--- src/include/ttc_pkg.sv ---
// package: register map, field positions and reset values of the triple timer/counter
package ttc_pkg;
  localparam logic [7:0] CTRL01_ADDR = 8'h88;
  localparam logic [7:0] MODE01_ADDR = 8'h89;
  localparam logic [7:0] CNT0L_ADDR  = 8'h8A;
  localparam logic [7:0] CNT1L_ADDR  = 8'h8B;
  localparam logic [7:0] CNT0H_ADDR  = 8'h8C;
  localparam logic [7:0] CNT1H_ADDR  = 8'h8D;
  localparam logic [7:0] PRESC_ADDR  = 8'h8E;
  localparam logic [7:0] CTRL2_ADDR  = 8'hC8;
  localparam logic [7:0] RCL_ADDR    = 8'hCA;
  localparam logic [7:0] RCH_ADDR    = 8'hCB;
  localparam logic [7:0] CNT2L_ADDR  = 8'hCC;
  localparam logic [7:0] CNT2H_ADDR  = 8'hCD;
  localparam logic [7:0] PRESC_RST   = 8'h01;
  localparam logic [7:0] ZERO_RST    = 8'h00;
  // control flag positions
  localparam int OVF1_BIT = 7;
  localparam int RUN1_BIT = 6;
  localparam int OVF0_BIT = 5;
  localparam int RUN0_BIT = 4;
  // mode select: timer n nibble at 4*n; gate 3, source 2, mode 1..0
  localparam int GATE_BIT = 3;
  localparam int CT_BIT   = 2;
  // prescale control: timer n fast bit at FAST_BASE+n
  localparam int FAST_BASE = 3;
  // timer 2 control
  localparam int OVF2_BIT  = 7;
  localparam int TRGF_BIT  = 6;
  localparam int RXB_BIT   = 5;
  localparam int TXB_BIT   = 4;
  localparam int EXEN_BIT  = 3;
  localparam int RUN2_BIT  = 2;
  localparam int CT2_BIT   = 1;
  localparam int CPRL_BIT  = 0;
  // prescale division counts and timer 0/1 mode codes
  localparam logic [3:0] DIV_SLOW = 4'hB;
  localparam logic [3:0] DIV_FAST = 4'h3;
  localparam logic [3:0] DIV_BAUD = 4'h1;
  localparam logic [1:0] MODE13 = 2'h0;
  localparam logic [1:0] MODE16 = 2'h1;
  localparam logic [1:0] MODE8R = 2'h2;
  localparam logic [1:0] MODESP = 2'h3;
endpackage

--- src/logic/ttc_timers.sv ---
// triple timer/counter with register port
`timescale 1ns/1ps
module ttc_timers (
  input  wire logic       clk_i,
  input  wire logic       rst_n_i,
  input  wire logic [7:0] reg_addr_i,
  input  wire logic [7:0] reg_wdata_i,
  input  wire logic       reg_wr_i,
  input  wire logic       reg_rd_i,
  output logic      [7:0] reg_rdata_o,
  input  wire logic       timer0_event_pin_i,
  input  wire logic       timer1_event_pin_i,
  input  wire logic       timer2_event_pin_i,
  input  wire logic       ext_irq0_pin_n_i,
  input  wire logic       ext_irq1_pin_n_i,
  input  wire logic       timer2_trigger_input_i,
  output logic            timer0_overflow_pulse_o,
  output logic            timer1_overflow_pulse_o,
  output logic            timer2_overflow_pulse_o,
  output logic            baud_shift_clk_o,
  output logic            timer2_irq_o
);
  ////////////////////////////////////////////////////////////////////////////
  // pin synchronisers and edge detection
  logic [5:0] pin_raw, sync1_q, sync2_q, prev_q, fall;
  assign pin_raw = {ext_irq1_pin_n_i, ext_irq0_pin_n_i, timer2_trigger_input_i,
                    timer2_event_pin_i, timer1_event_pin_i, timer0_event_pin_i};
  always_ff @(posedge clk_i or negedge rst_n_i) begin
    if (!rst_n_i) begin
      sync1_q <= 6'h3F;
      sync2_q <= 6'h3F;
      prev_q  <= 6'h3F;
    end else begin
      sync1_q <= pin_raw;
      sync2_q <= sync1_q;
      prev_q  <= sync2_q;
    end
  end
  assign fall = prev_q & ~sync2_q;

  ////////////////////////////////////////////////////////////////////////////
  // registers
  logic [7:0] cf_q, cf_d, ms_q, ms_d, ck_q, ck_d, t2c_q, t2c_d;
  logic [7:0] c0l_q, c0l_d, c0h_q, c0h_d, c1l_q, c1l_d, c1h_q, c1h_d;
  logic [7:0] rcl_q, rcl_d, rch_q, rch_d;
  logic [15:0] t2_q, t2_d;
  logic [3:0] pre_q [3];
  logic [3:0] pre_d [3];
  logic [2:0] tick;
  logic       p0_q, p1_q, p2_q, bclk_q, irq_q;
  logic       p0_d, p1_d, p2_d, bclk_d;
  logic [7:0] rdata_q, rdata_d;

  function automatic logic wr(input logic [7:0] a);
    wr = reg_wr_i && (reg_addr_i == a);
  endfunction

  wire baud = t2c_q[ttc_pkg::RXB_BIT] | t2c_q[ttc_pkg::TXB_BIT];

  // prescalers: divide by 12 or 4, timer 2 by 2 in baud mode
  genvar g;
  generate
    for (g = 0; g < 3; g++) begin : g_pre
      logic [3:0] lim;
      always_comb begin
        if (g == 2 && baud)
          lim = ttc_pkg::DIV_BAUD;
        else if (ck_q[ttc_pkg::FAST_BASE + g])
          lim = ttc_pkg::DIV_FAST;
        else
          lim = ttc_pkg::DIV_SLOW;
        pre_d[g] = (pre_q[g] >= lim) ? 4'h0 : pre_q[g] + 4'h1;
        tick[g]  = (pre_q[g] >= lim);
      end
      always_ff @(posedge clk_i or negedge rst_n_i) begin
        if (!rst_n_i)
          pre_q[g] <= 4'h0;
        else
          pre_q[g] <= pre_d[g];
      end
    end
  endgenerate

  ////////////////////////////////////////////////////////////////////////////
  // count enables
  wire [1:0] m0 = ms_q[1:0];
  wire [1:0] m1 = ms_q[5:4];
  wire src0 = ms_q[ttc_pkg::CT_BIT] ? fall[0] : tick[0];
  wire src1 = ms_q[4 + ttc_pkg::CT_BIT] ? fall[1] : tick[1];
  wire src2 = t2c_q[ttc_pkg::CT2_BIT] ? fall[2] : tick[2];
  wire run0 = cf_q[ttc_pkg::RUN0_BIT] &
              (~ms_q[ttc_pkg::GATE_BIT] | sync2_q[4]);
  // timer 0 mode 3 steals timer 1 run; timer 1 then runs unless itself mode 3 or held by its gate
  wire t0split = (m0 == ttc_pkg::MODESP);
  wire run1 = (t0split ? 1'b1 : cf_q[ttc_pkg::RUN1_BIT]) &
              (~ms_q[4 + ttc_pkg::GATE_BIT] | sync2_q[5]) &
              (m1 != ttc_pkg::MODESP);
  wire inc0 = run0 & src0;
  wire inc0h = t0split & cf_q[ttc_pkg::RUN1_BIT] & tick[0];
  wire inc1 = run1 & src1;
  wire inc2 = t2c_q[ttc_pkg::RUN2_BIT] & src2;

  ////////////////////////////////////////////////////////////////////////////
  // timer 0/1 counting
  logic ov0, ov0h, ov1;
  always_comb begin
    c0l_d = c0l_q;
    c0h_d = c0h_q;
    ov0   = 1'b0;
    ov0h  = 1'b0;
    if (inc0) begin
      unique case (m0)
        ttc_pkg::MODE13: begin
          ov0 = (c0l_q[4:0] == 5'h1F) && (c0h_q == 8'hFF);
          c0l_d = {c0l_q[7:5], c0l_q[4:0] + 5'h01};
          if (c0l_q[4:0] == 5'h1F)
            c0h_d = c0h_q + 8'h01;
        end
        ttc_pkg::MODE16: begin
          ov0 = ({c0h_q, c0l_q} == 16'hFFFF);
          {c0h_d, c0l_d} = {c0h_q, c0l_q} + 16'h0001;
        end
        ttc_pkg::MODE8R: begin
          ov0 = (c0l_q == 8'hFF);
          c0l_d = ov0 ? c0h_q : c0l_q + 8'h01;
        end
        ttc_pkg::MODESP: begin
          ov0 = (c0l_q == 8'hFF);
          c0l_d = c0l_q + 8'h01;
        end
      endcase
    end
    if (inc0h) begin
      ov0h  = (c0h_q == 8'hFF);
      c0h_d = c0h_q + 8'h01;
    end
    if (wr(ttc_pkg::CNT0L_ADDR))
      c0l_d = reg_wdata_i;
    if (wr(ttc_pkg::CNT0H_ADDR))
      c0h_d = reg_wdata_i;
  end

  always_comb begin
    c1l_d = c1l_q;
    c1h_d = c1h_q;
    ov1   = 1'b0;
    if (inc1) begin
      unique case (m1)
        ttc_pkg::MODE13: begin
          ov1 = (c1l_q[4:0] == 5'h1F) && (c1h_q == 8'hFF);
          c1l_d = {c1l_q[7:5], c1l_q[4:0] + 5'h01};
          if (c1l_q[4:0] == 5'h1F)
            c1h_d = c1h_q + 8'h01;
        end
        ttc_pkg::MODE16: begin
          ov1 = ({c1h_q, c1l_q} == 16'hFFFF);
          {c1h_d, c1l_d} = {c1h_q, c1l_q} + 16'h0001;
        end
        ttc_pkg::MODE8R: begin
          ov1 = (c1l_q == 8'hFF);
          c1l_d = ov1 ? c1h_q : c1l_q + 8'h01;
        end
        ttc_pkg::MODESP: ;
      endcase
    end
    if (wr(ttc_pkg::CNT1L_ADDR))
      c1l_d = reg_wdata_i;
    if (wr(ttc_pkg::CNT1H_ADDR))
      c1h_d = reg_wdata_i;
  end

  ////////////////////////////////////////////////////////////////////////////
  // timer 2
  logic ov2, trig;
  always_comb begin
    t2_d  = t2_q;
    rcl_d = rcl_q;
    rch_d = rch_q;
    ov2   = 1'b0;
    trig  = fall[3] & t2c_q[ttc_pkg::EXEN_BIT];
    if (inc2) begin
      ov2  = (t2_q == 16'hFFFF);
      t2_d = t2_q + 16'h0001;
      if (ov2 && (baud || !t2c_q[ttc_pkg::CPRL_BIT]))
        t2_d = {rch_q, rcl_q};
    end
    if (trig && !baud) begin
      if (t2c_q[ttc_pkg::CPRL_BIT])
        {rch_d, rcl_d} = t2_q;
      else
        t2_d = {rch_q, rcl_q};
    end
    if (wr(ttc_pkg::RCL_ADDR))
      rcl_d = reg_wdata_i;
    if (wr(ttc_pkg::RCH_ADDR))
      rch_d = reg_wdata_i;
    if (wr(ttc_pkg::CNT2L_ADDR))
      t2_d[7:0] = reg_wdata_i;
    if (wr(ttc_pkg::CNT2H_ADDR))
      t2_d[15:8] = reg_wdata_i;
  end

  ////////////////////////////////////////////////////////////////////////////
  // control registers; hardware set beats software clear
  always_comb begin
    cf_d   = wr(ttc_pkg::CTRL01_ADDR) ? reg_wdata_i : cf_q;
    ms_d   = wr(ttc_pkg::MODE01_ADDR) ? reg_wdata_i : ms_q;
    ck_d   = wr(ttc_pkg::PRESC_ADDR) ? reg_wdata_i : ck_q;
    t2c_d  = wr(ttc_pkg::CTRL2_ADDR) ? reg_wdata_i : t2c_q;
    if (ov0)
      cf_d[ttc_pkg::OVF0_BIT] = 1'b1;
    if (ov1 || ov0h)
      cf_d[ttc_pkg::OVF1_BIT] = 1'b1;
    if (ov2 && !baud)
      t2c_d[ttc_pkg::OVF2_BIT] = 1'b1;
    if (trig)
      t2c_d[ttc_pkg::TRGF_BIT] = 1'b1;
    p0_d   = ov0;
    p1_d   = ov1 | ov0h;
    p2_d   = ov2 & ~baud;
    bclk_d = ov2 & baud;
    unique case (reg_addr_i)
      ttc_pkg::CTRL01_ADDR: rdata_d = cf_q;
      ttc_pkg::MODE01_ADDR: rdata_d = ms_q;
      ttc_pkg::CNT0L_ADDR:  rdata_d = c0l_q;
      ttc_pkg::CNT1L_ADDR:  rdata_d = c1l_q;
      ttc_pkg::CNT0H_ADDR:  rdata_d = c0h_q;
      ttc_pkg::CNT1H_ADDR:  rdata_d = c1h_q;
      ttc_pkg::PRESC_ADDR:  rdata_d = ck_q;
      ttc_pkg::CTRL2_ADDR:  rdata_d = t2c_q;
      ttc_pkg::RCL_ADDR:    rdata_d = rcl_q;
      ttc_pkg::RCH_ADDR:    rdata_d = rch_q;
      ttc_pkg::CNT2L_ADDR:  rdata_d = t2_q[7:0];
      ttc_pkg::CNT2H_ADDR:  rdata_d = t2_q[15:8];
      default:             rdata_d = 8'h00;
    endcase
    if (!reg_rd_i)
      rdata_d = rdata_q;
  end

  always_ff @(posedge clk_i or negedge rst_n_i) begin
    if (!rst_n_i) begin
      cf_q    <= ttc_pkg::ZERO_RST;
      ms_q    <= ttc_pkg::ZERO_RST;
      ck_q    <= ttc_pkg::PRESC_RST;
      t2c_q   <= ttc_pkg::ZERO_RST;
      c0l_q   <= ttc_pkg::ZERO_RST;
      c0h_q   <= ttc_pkg::ZERO_RST;
      c1l_q   <= ttc_pkg::ZERO_RST;
      c1h_q   <= ttc_pkg::ZERO_RST;
      rcl_q   <= ttc_pkg::ZERO_RST;
      rch_q   <= ttc_pkg::ZERO_RST;
      t2_q    <= 16'h0000;
      p0_q    <= 1'b0;
      p1_q    <= 1'b0;
      p2_q    <= 1'b0;
      bclk_q  <= 1'b0;
      irq_q   <= 1'b0;
      rdata_q <= 8'h00;
    end else begin
      cf_q    <= cf_d;
      ms_q    <= ms_d;
      ck_q    <= ck_d;
      t2c_q   <= t2c_d;
      c0l_q   <= c0l_d;
      c0h_q   <= c0h_d;
      c1l_q   <= c1l_d;
      c1h_q   <= c1h_d;
      rcl_q   <= rcl_d;
      rch_q   <= rch_d;
      t2_q    <= t2_d;
      p0_q    <= p0_d;
      p1_q    <= p1_d;
      p2_q    <= p2_d;
      bclk_q  <= bclk_d;
      irq_q   <= t2c_d[ttc_pkg::OVF2_BIT] | t2c_d[ttc_pkg::TRGF_BIT];
      rdata_q <= rdata_d;
    end
  end

  assign reg_rdata_o             = rdata_q;
  assign timer0_overflow_pulse_o = p0_q;
  assign timer1_overflow_pulse_o = p1_q;
  assign timer2_overflow_pulse_o = p2_q;
  assign baud_shift_clk_o        = bclk_q;
  assign timer2_irq_o            = irq_q;

  ////////////////////////////////////////////////////////////////////////////
  // assertions
  property p_ck_reset;
    @(posedge clk_i) $rose(rst_n_i) |-> ck_q == ttc_pkg::PRESC_RST;
  endproperty
  a_ck_reset: assert property (p_ck_reset) else $error("prescale reset wrong");

  property p_pulse0;
    @(posedge clk_i) disable iff (!rst_n_i) ov0 |=> p0_q ##1 !p0_q;
  endproperty
  a_pulse0: assert property (p_pulse0) else $error("timer0 pulse not one clock");

  property p_tf0;
    @(posedge clk_i) disable iff (!rst_n_i) ov0 |=> cf_q[ttc_pkg::OVF0_BIT];
  endproperty
  a_tf0: assert property (p_tf0) else $error("timer0 flag not set");

  property p_reload8;
    @(posedge clk_i) disable iff (!rst_n_i)
      inc0 && m0 == ttc_pkg::MODE8R && c0l_q == 8'hFF && !reg_wr_i |=> c0l_q == $past(c0h_q);
  endproperty
  a_reload8: assert property (p_reload8) else $error("mode 2 reload missed");

  property p_hold1;
    @(posedge clk_i) disable iff (!rst_n_i)
      m1 == ttc_pkg::MODESP && !reg_wr_i |=> $stable(c1l_q) && $stable(c1h_q);
  endproperty
  a_hold1: assert property (p_hold1) else $error("timer1 mode 3 not holding");

  property p_gate;
    @(posedge clk_i) disable iff (!rst_n_i)
      ms_q[ttc_pkg::GATE_BIT] && !sync2_q[4] |-> !inc0;
  endproperty
  a_gate: assert property (p_gate) else $error("gate ignored");

  property p_capture;
    @(posedge clk_i) disable iff (!rst_n_i)
      trig && !baud && t2c_q[ttc_pkg::CPRL_BIT] && !reg_wr_i |=> {rch_q, rcl_q} == $past(t2_q);
  endproperty
  a_capture: assert property (p_capture) else $error("capture failed");

  property p_baud_noflag;
    @(posedge clk_i) disable iff (!rst_n_i)
      ov2 && baud |=> bclk_q && !p2_q;
  endproperty
  a_baud_noflag: assert property (p_baud_noflag) else $error("baud overflow wrong");

  property p_slow_div;
    @(posedge clk_i) disable iff (!rst_n_i)
      // only judged while the slow setting stays put; a switch to fast ends the count at 3 instead of 11
      tick[0] && !ck_q[ttc_pkg::FAST_BASE] ##1 !ck_q[ttc_pkg::FAST_BASE] [*8] |-> !tick[0];
  endproperty
  a_slow_div: assert property (p_slow_div) else $error("divide by 12 broken");

  c_ov0: cover property (@(posedge clk_i) disable iff (!rst_n_i) ov0);
  c_ov0h: cover property (@(posedge clk_i) disable iff (!rst_n_i) ov0h);
  c_baud: cover property (@(posedge clk_i) disable iff (!rst_n_i) ov2 && baud);
  c_cap: cover property (@(posedge clk_i) disable iff (!rst_n_i) trig);
endmodule  // ttc_timers

--- config.mk ---
export PLATFORM = sky130hd
export DESIGN_NAME = ttc_timers
export DESIGN_NICKNAME = d
export VERILOG_FILES = /design/src/include/ttc_pkg.sv /design/src/logic/ttc_timers.sv
export SDC_FILE = /design/constraint.sdc
export NUM_CORES = 1
export LEC_CHECK = 0
export CAP_MARGIN = 15
export CORE_MARGIN = 3
export CORE_UTILIZATION = 35
export CTS_CLUSTER_DIAMETER = 150
export DETAILED_ROUTE_END_ITERATION = 7
export DONT_BUFFER_PORTS = 1
export GPL_ROUTABILITY_DRIVEN = 1
export PLACE_DENSITY = 0.56
export SYNTH_ARGS = -nofsm -noshare
export SYNTH_HDL_FRONTEND = slang
export SYNTH_SLANG_ARGS = --single-unit
--- constraint.sdc ---
create_clock -name clk_i -period 5.46 [get_ports clk_i]
set_clock_uncertainty 0.05 [all_clocks]
set_input_delay 1.092 -clock clk_i [delete_from_list [all_inputs] [get_ports clk_i]]
set_output_delay 1.092 -clock clk_i [all_outputs]
set_load 0.01 [all_outputs]
Word level (Yosys, flattened, before mapping). Cells that the tools add are included.

Register bits: 137. Bits in latches: 0. Memory bits (writable): 0. ROM bits: 0. Bits of input ports: 26. Output and inout port bits: 13. Word-level logic and storage cells: 193. Memories kept: 0.

Add/subtract/negate cells: 12. Multiply operators: 0. Divide/modulo/power cells: 0. Order comparisons: 3. Eq/ne operators: 31. Shifts and indexed selects: 0. Muxes and demuxes: 53. Bitwise operators: 21. Reduce and logical (&&, ||, !) cells: 45.

Operators with widths (count): 2-to-1 mux 8 bit (23); equality test 8 bit (second input constant) (16); case mux 8 bit (12 select lines) (1); 2-to-1 mux 16 bit (4); adder 16 x 1 -> 16 bit (second input constant) (3); equality test 16 bit (second input constant) (3); adder 8 x 1 -> 8 bit (second input constant) (4); case mux 8 bit (2 select lines) (2); case mux 8 bit (4 select lines) (1); 2-to-1 mux 4 bit (7); case mux 8 bit (3 select lines) (1); nonzero test 2 bit (9); logical AND 1 bit (17); adder 4 x 1 -> 4 bit (second input constant) (3); greater-or-equal comparator 4 bit (3); 2-to-1 mux 1 bit (12); bitwise AND 1 bit (11); adder 5 x 1 -> 5 bit (second input constant) (2); equality test 5 bit (second input constant) (2); AND reduction 3 bit (3); nonzero test 3 bit (3); AND reduction 2 bit (4); nonzero test 4 bit (2); equality test 2 bit (second input constant) (3); other kinds (13) (26).

Longest topological paths before layout.
Word-level depth: 9. Mapped depth: 10. Gate-level depth less buffers: 10.

Worst setup path after synthesis. OpenSTA, ideal clock, no wires.

Path kind: input -> register. From: input reg_addr_i[5]. To: register t2_q[2]. Setup time: 0.126 ns. Arrival: 2.537 ns. Data required time: 5.284 ns. Path slack: 2.747 ns. Cell stages on the path: 7. Path buffers: 2. Path through: or3b_1 -> buf_2 -> nor2_2 -> buf_4 -> nand3_1 -> and3_1 -> a221o_1.

Word-level cells in the longest chain between the ends: 3.

Ends and longest elaborated chain: start: declaration (line ttc_timers.sv:6) `input wire logic [7:0] reg_addr_i,`; equality test 8 bit (line ttc_timers.sv:55) `wr = reg_wr_i && (reg_addr_i == a);`; logical AND 1 bit (line ttc_timers.sv:55); 2-to-1 mux 8 bit (line ttc_timers.sv:197) `if (wr(ttc_pkg::CNT2L_ADDR))`; via t2_d[2] (line ttc_timers.sv:46) `logic [15:0] t2_q, t2_d;`; end signal: assignment (line ttc_timers.sv:271) `t2_q <= t2_d;`; end: declaration (line ttc_timers.sv:46).

The timed path passes the listed nets, and every way through them passes these cells. A chain may end at the register's enable or synchronous reset.

Worst setup path after layout.
From: register t2c_q[5]. To: register irq_q (netlist: timer2_irq_o).

Word-level cells in the longest chain between the ends: 9. Elaborated cells between the ends (all ways): 10. Those cells by class: order compare: 1; mux: 4; bitwise: 3; reduce/logical: 2.

Ends and longest elaborated chain: start: declaration (line ttc_timers.sv:43) `logic [7:0] cf_q, cf_d, ms_q, ms_d, ck_q, ck_d, t2c_q, t2c_d;`; start signal: assignment (line ttc_timers.sv:246) `t2c_q <= ttc_pkg::ZERO_RST;`; start signal: assignment (line ttc_timers.sv:264) `t2c_q <= t2c_d;`; OR 1 bit * (line ttc_timers.sv:58) `wire baud = t2c_q[ttc_pkg::RXB_BIT] | t2c_q[ttc_pkg::TXB_BIT];`; 2-to-1 mux 4 bit (line ttc_timers.sv:66) `if (g == 2 && baud)`; greater-or-equal comparator 4 bit (line ttc_timers.sv:73) `tick[g] = (pre_q[g] >= lim);`; 2-to-1 mux 1 bit (line ttc_timers.sv:90) `wire src2 = t2c_q[ttc_pkg::CT2_BIT] ? fall[2] : tick[2];`; bitwise AND 1 bit (line ttc_timers.sv:101) `wire inc2 = t2c_q[ttc_pkg::RUN2_BIT] & src2;`; 2-to-1 mux 1 bit (line ttc_timers.sv:181) `if (inc2) begin`; logical AND 1 bit * (line ttc_timers.sv:214) `if (ov2 && !baud)`; 2-to-1 mux 1 bit * (line ttc_timers.sv:214); via t2c_d[7] (line ttc_timers.sv:43); OR 1 bit * (line ttc_timers.sv:276) `irq_q <= t2c_d[ttc_pkg::OVF2_BIT] | t2c_d[ttc_pkg::TRGF_BIT];`; end signal: assignment (line ttc_timers.sv:276); end: declaration (line ttc_timers.sv:50) `logic p0_q, p1_q, p2_q, bclk_q, irq_q;`.

The timed path passes the listed nets; every way through them passes the cells marked *.

==> impl_metrics.csv <==
group,metric,value,unit
run_status,status,"finished, final reports clean",
worst_setup_path,worst_path_max_delay_cell,"o21a_1",
timing,period_needed,3260,ps
layout,drive_above_1_share,12.4,%
timing,rsz0062_at_grt,"no",
pwr,ir_worst_vdd,0.185,mV
detailed_routing,first_pass_iters,5,
synthesis,ys_seq_area_share,41.3,%
worst_setup_path,start_kind,"flop",
worst_setup_path,critical_path_class,"flop to flop",
synthesis,synth_cell_type_count,82,
synthesis,syn_inst,902,
synthesis,netlist_area,0.00834,sq mm
worst_setup_path,cp_max_fo,21,
worst_setup_path,critPathRequiredTime,5770,ps
timing,tightest_slew,1200,ps
synthesis,synth.largest_area_cell,"dfrtp_1",
synthesis,synth_area_per_cell,9.25,sq um
clocking,root_buffer,"clkbuf_16",
synthesis,ys_warn_count,0,
synthesis,syn-num-nets,945,
global_routing,grt_pass1_wl,40900,um
placement,port_buffers,0,
synthesis,synth-seq-cells,137,
detailed_routing,routed_wirelength,26100,um
die,die_height,160,um
die,die-area,0.0257,sq mm
timing,setup_viol,0,
worst_setup_path,crit_path_max_incr_delay,660,ps
die,pin_count,39,
die,fp-row-count,55,
global_routing,grt_usage,20.4,%
placement,place_inst,1161,
timing,max_freq,307,MHz
timing,slew_viol_final,0,
pwr,powerDensity,378,mW/mm^2
synthesis,synthArstFlopShare,100,%
worst_setup_path,worstPathArrival,3570,ps
layout,synthToLayoutAreaGrowth,9.34,%
detailed_routing,antenna_left,0,
worst_setup_path,worstPathCellList,"or3_1 -> ha_1 -> o31ai_1 -> o21bai_2 -> o21a_1 -> nand2_1 -> o41ai_1 -> or2_1",
synthesis,synth_most_common_cell,"dfrtp_1",
clocking,clk_pin_slew_worst_paths,60,ps
global_routing,grt_max_degree,138,
detailed_routing,drc,0,
timing,slew_headroom,20.2,%
synthesis,synth_flop_cell,"dfrtp_1",
synthesis,synth_edf_count,0,
synthesis,yosysTopAreaCellShare,36.0,%
worst_setup_path,cp-end-kind,"flop",
detailed_routing,vias,7012,
layout,fin_nets,910,
clocking,cts_made_buffers,17,
synthesis,synth_common_cells,"dfrtp_1 (120), nand2_1 (82), nor2_1 (80)",
layout,fin_cells,1193,
clocking,cts-htree-levels,4,
detailed_routing,via_per_inst,5.88,
clocking,cts_setup_buffers,0,
global_routing,antenna_found_initial,1,
hold_path,worstHoldPathType,"primary input to async pin",
clocking,cts_hold_buf,0,
die,die_w,160,um
global_routing,overflow,0,
die,initial_core_util,36.2,%
synthesis,synthTopCellsByArea,"dfrtp_1 (36%), dfstp_2 (5.4%), a21oi_1 (4.6%), mux2i_1 (3.7%), nand2_1 (3.7%)",
global_routing,grt_pass1_vias,6742,
clocking,insertion_delay,430,ps
clocking,cts-resized-gates,0,
pwr,static-leakage-power,3.53,nW
timing,fin_setup_tns,0,ps
timing,timing.final.crit_share,59.7,%
placement,gp_congestion,0.872,
clocking,numClockSinks,137,
die,core_area,0.0231,sq mm
placement,dp.final_hpwl,18300,um
clocking,tritoncts,"done",
clocking,cts_buffer_depth,2,
run,maxCapViolCount,0,
detailed_routing,drt_iter0_drc,728,
timing,hold_violations,0,
layout,insertedDiodeCount,0,
detailed_routing,drt-wirelength-per-cell,21.9,um
state kept, by name, summed over array words and instances, names as in the netlist, 4 cells and up:
signal       count
t2_q            16
pre_q           12
c0h_q            8
c0l_q            8
c1h_q            8
c1l_q            8
cf_q             8
ck_q             8
ms_q             8
rch_q            8
rcl_q            8
reg_rdata_o      8
t2c_q            8
sync1_q          6
sync2_q          6
prev_q           4
where the power goes:
| group | total [mW] | switching (mW) | leakage [nW] | internal, mW |
|---|---|---|---|---|
| Clock | 1.25 | 0.456 | 0.301 | 0.791 |
| Combinational | 0.692 | 0.365 | 1.66 | 0.327 |
| Sequential | 1.51 | 0.304 | 1.57 | 1.20 |
| Total | 3.44 | 1.13 | 3.53 | 2.32 |
stage by stage:
stage | hold WS, ps | power [mW] | utilization [%] | cell area, sq um | setup WS (ps)
2_1_floorplan | 295 | 1.99 | - | 8340 | 2750
3_3_place_gp | 296 | 2.19 | 36.8 | 8490 | 2290
3_5_place_dp | 297 | 2.21 | 36.8 | 8490 | 2270
4_1_cts | 293 | 3.46 | 39.6 | 9120 | 2210
5_1_grt | 283 | 3.63 | 39.6 | 9120 | 1970
6_report | 305 | 3.44 | 39.6 | 9120 | 2200
final cells by class:
| cell class | instances | area (sq um) |
|---|---|---|
| clock buffer | 22 | 464 |
| clock inverter | 10 | 166 |
| fill | 2294 | 13900 |
| inverter | 21 | 78.8 |
| multi-input combinational | 687 | 4550 |
| sequential | 137 | 3450 |
| tap | 313 | 392 |
| timing repair buffer | 3 | 22.5 |
cells by family after synthesis:
kind of cell | synth area share, %
buffers and inverters | 4.20
AND/OR/NAND/NOR | 19.9
multiplexers | 7.77
adder cells (fa/ha/maj) | 2.55
XOR/XNOR | 2.52
flip-flops | 41.3
AO/OA/AOI/OAI | 21.7
layout by cell type, fill, tap and decap left out, drive strengths merged, types with 8 or more instances in the layout:
master    n
a211oi    9
a21oi    77
a22o      8
a22oi    18
a31oi    15
and2      9
and3     19
clkbuf   22
dfrtp   120
dfstp    17
ha       17
inv      22
mux2     26
mux2i    31
nand2    83
nand2b    8
nand3    34
nand4    14
nor2     82
nor2b    13
nor3     21
o21ai    57
xnor2    16
xor2      8
metal layers:
layer  up-vias  GRT usage, %  share of wire (%)
met5         -             0                  0
met2       221          30.9                 46
met3        25          5.44                6.9
li1       3284             -                  -
met1      3482          29.0                 46
met4         0          4.77                1.5
critical path, delay by kind of cell (launching register included):
family | cells | cell delay (ps)
flops | 1 | 500
simple gates | 3 | 900
fa+ha+maj | 1 | 290
compound gates | 4 | 1450
path summary, 6_finish.rpt:
path,cells past startpoint,endpoint,startpoint,slack (ps)
setup / recovery,8,timer2_irq_o,t2c_q[5],2200
hold / removal,0,pre_q[8],rst_n_i,310
setup reg to reg,8,timer2_irq_o,t2c_q[5],2200
hold reg to reg,0,sync2_q[0],sync1_q[0],310
max in group asynchronous,0,sync1_q[2],rst_n_i,4780
min in group clk_i,0,sync2_q[0],sync1_q[0],310
Power figures use the tool's default switching activity.
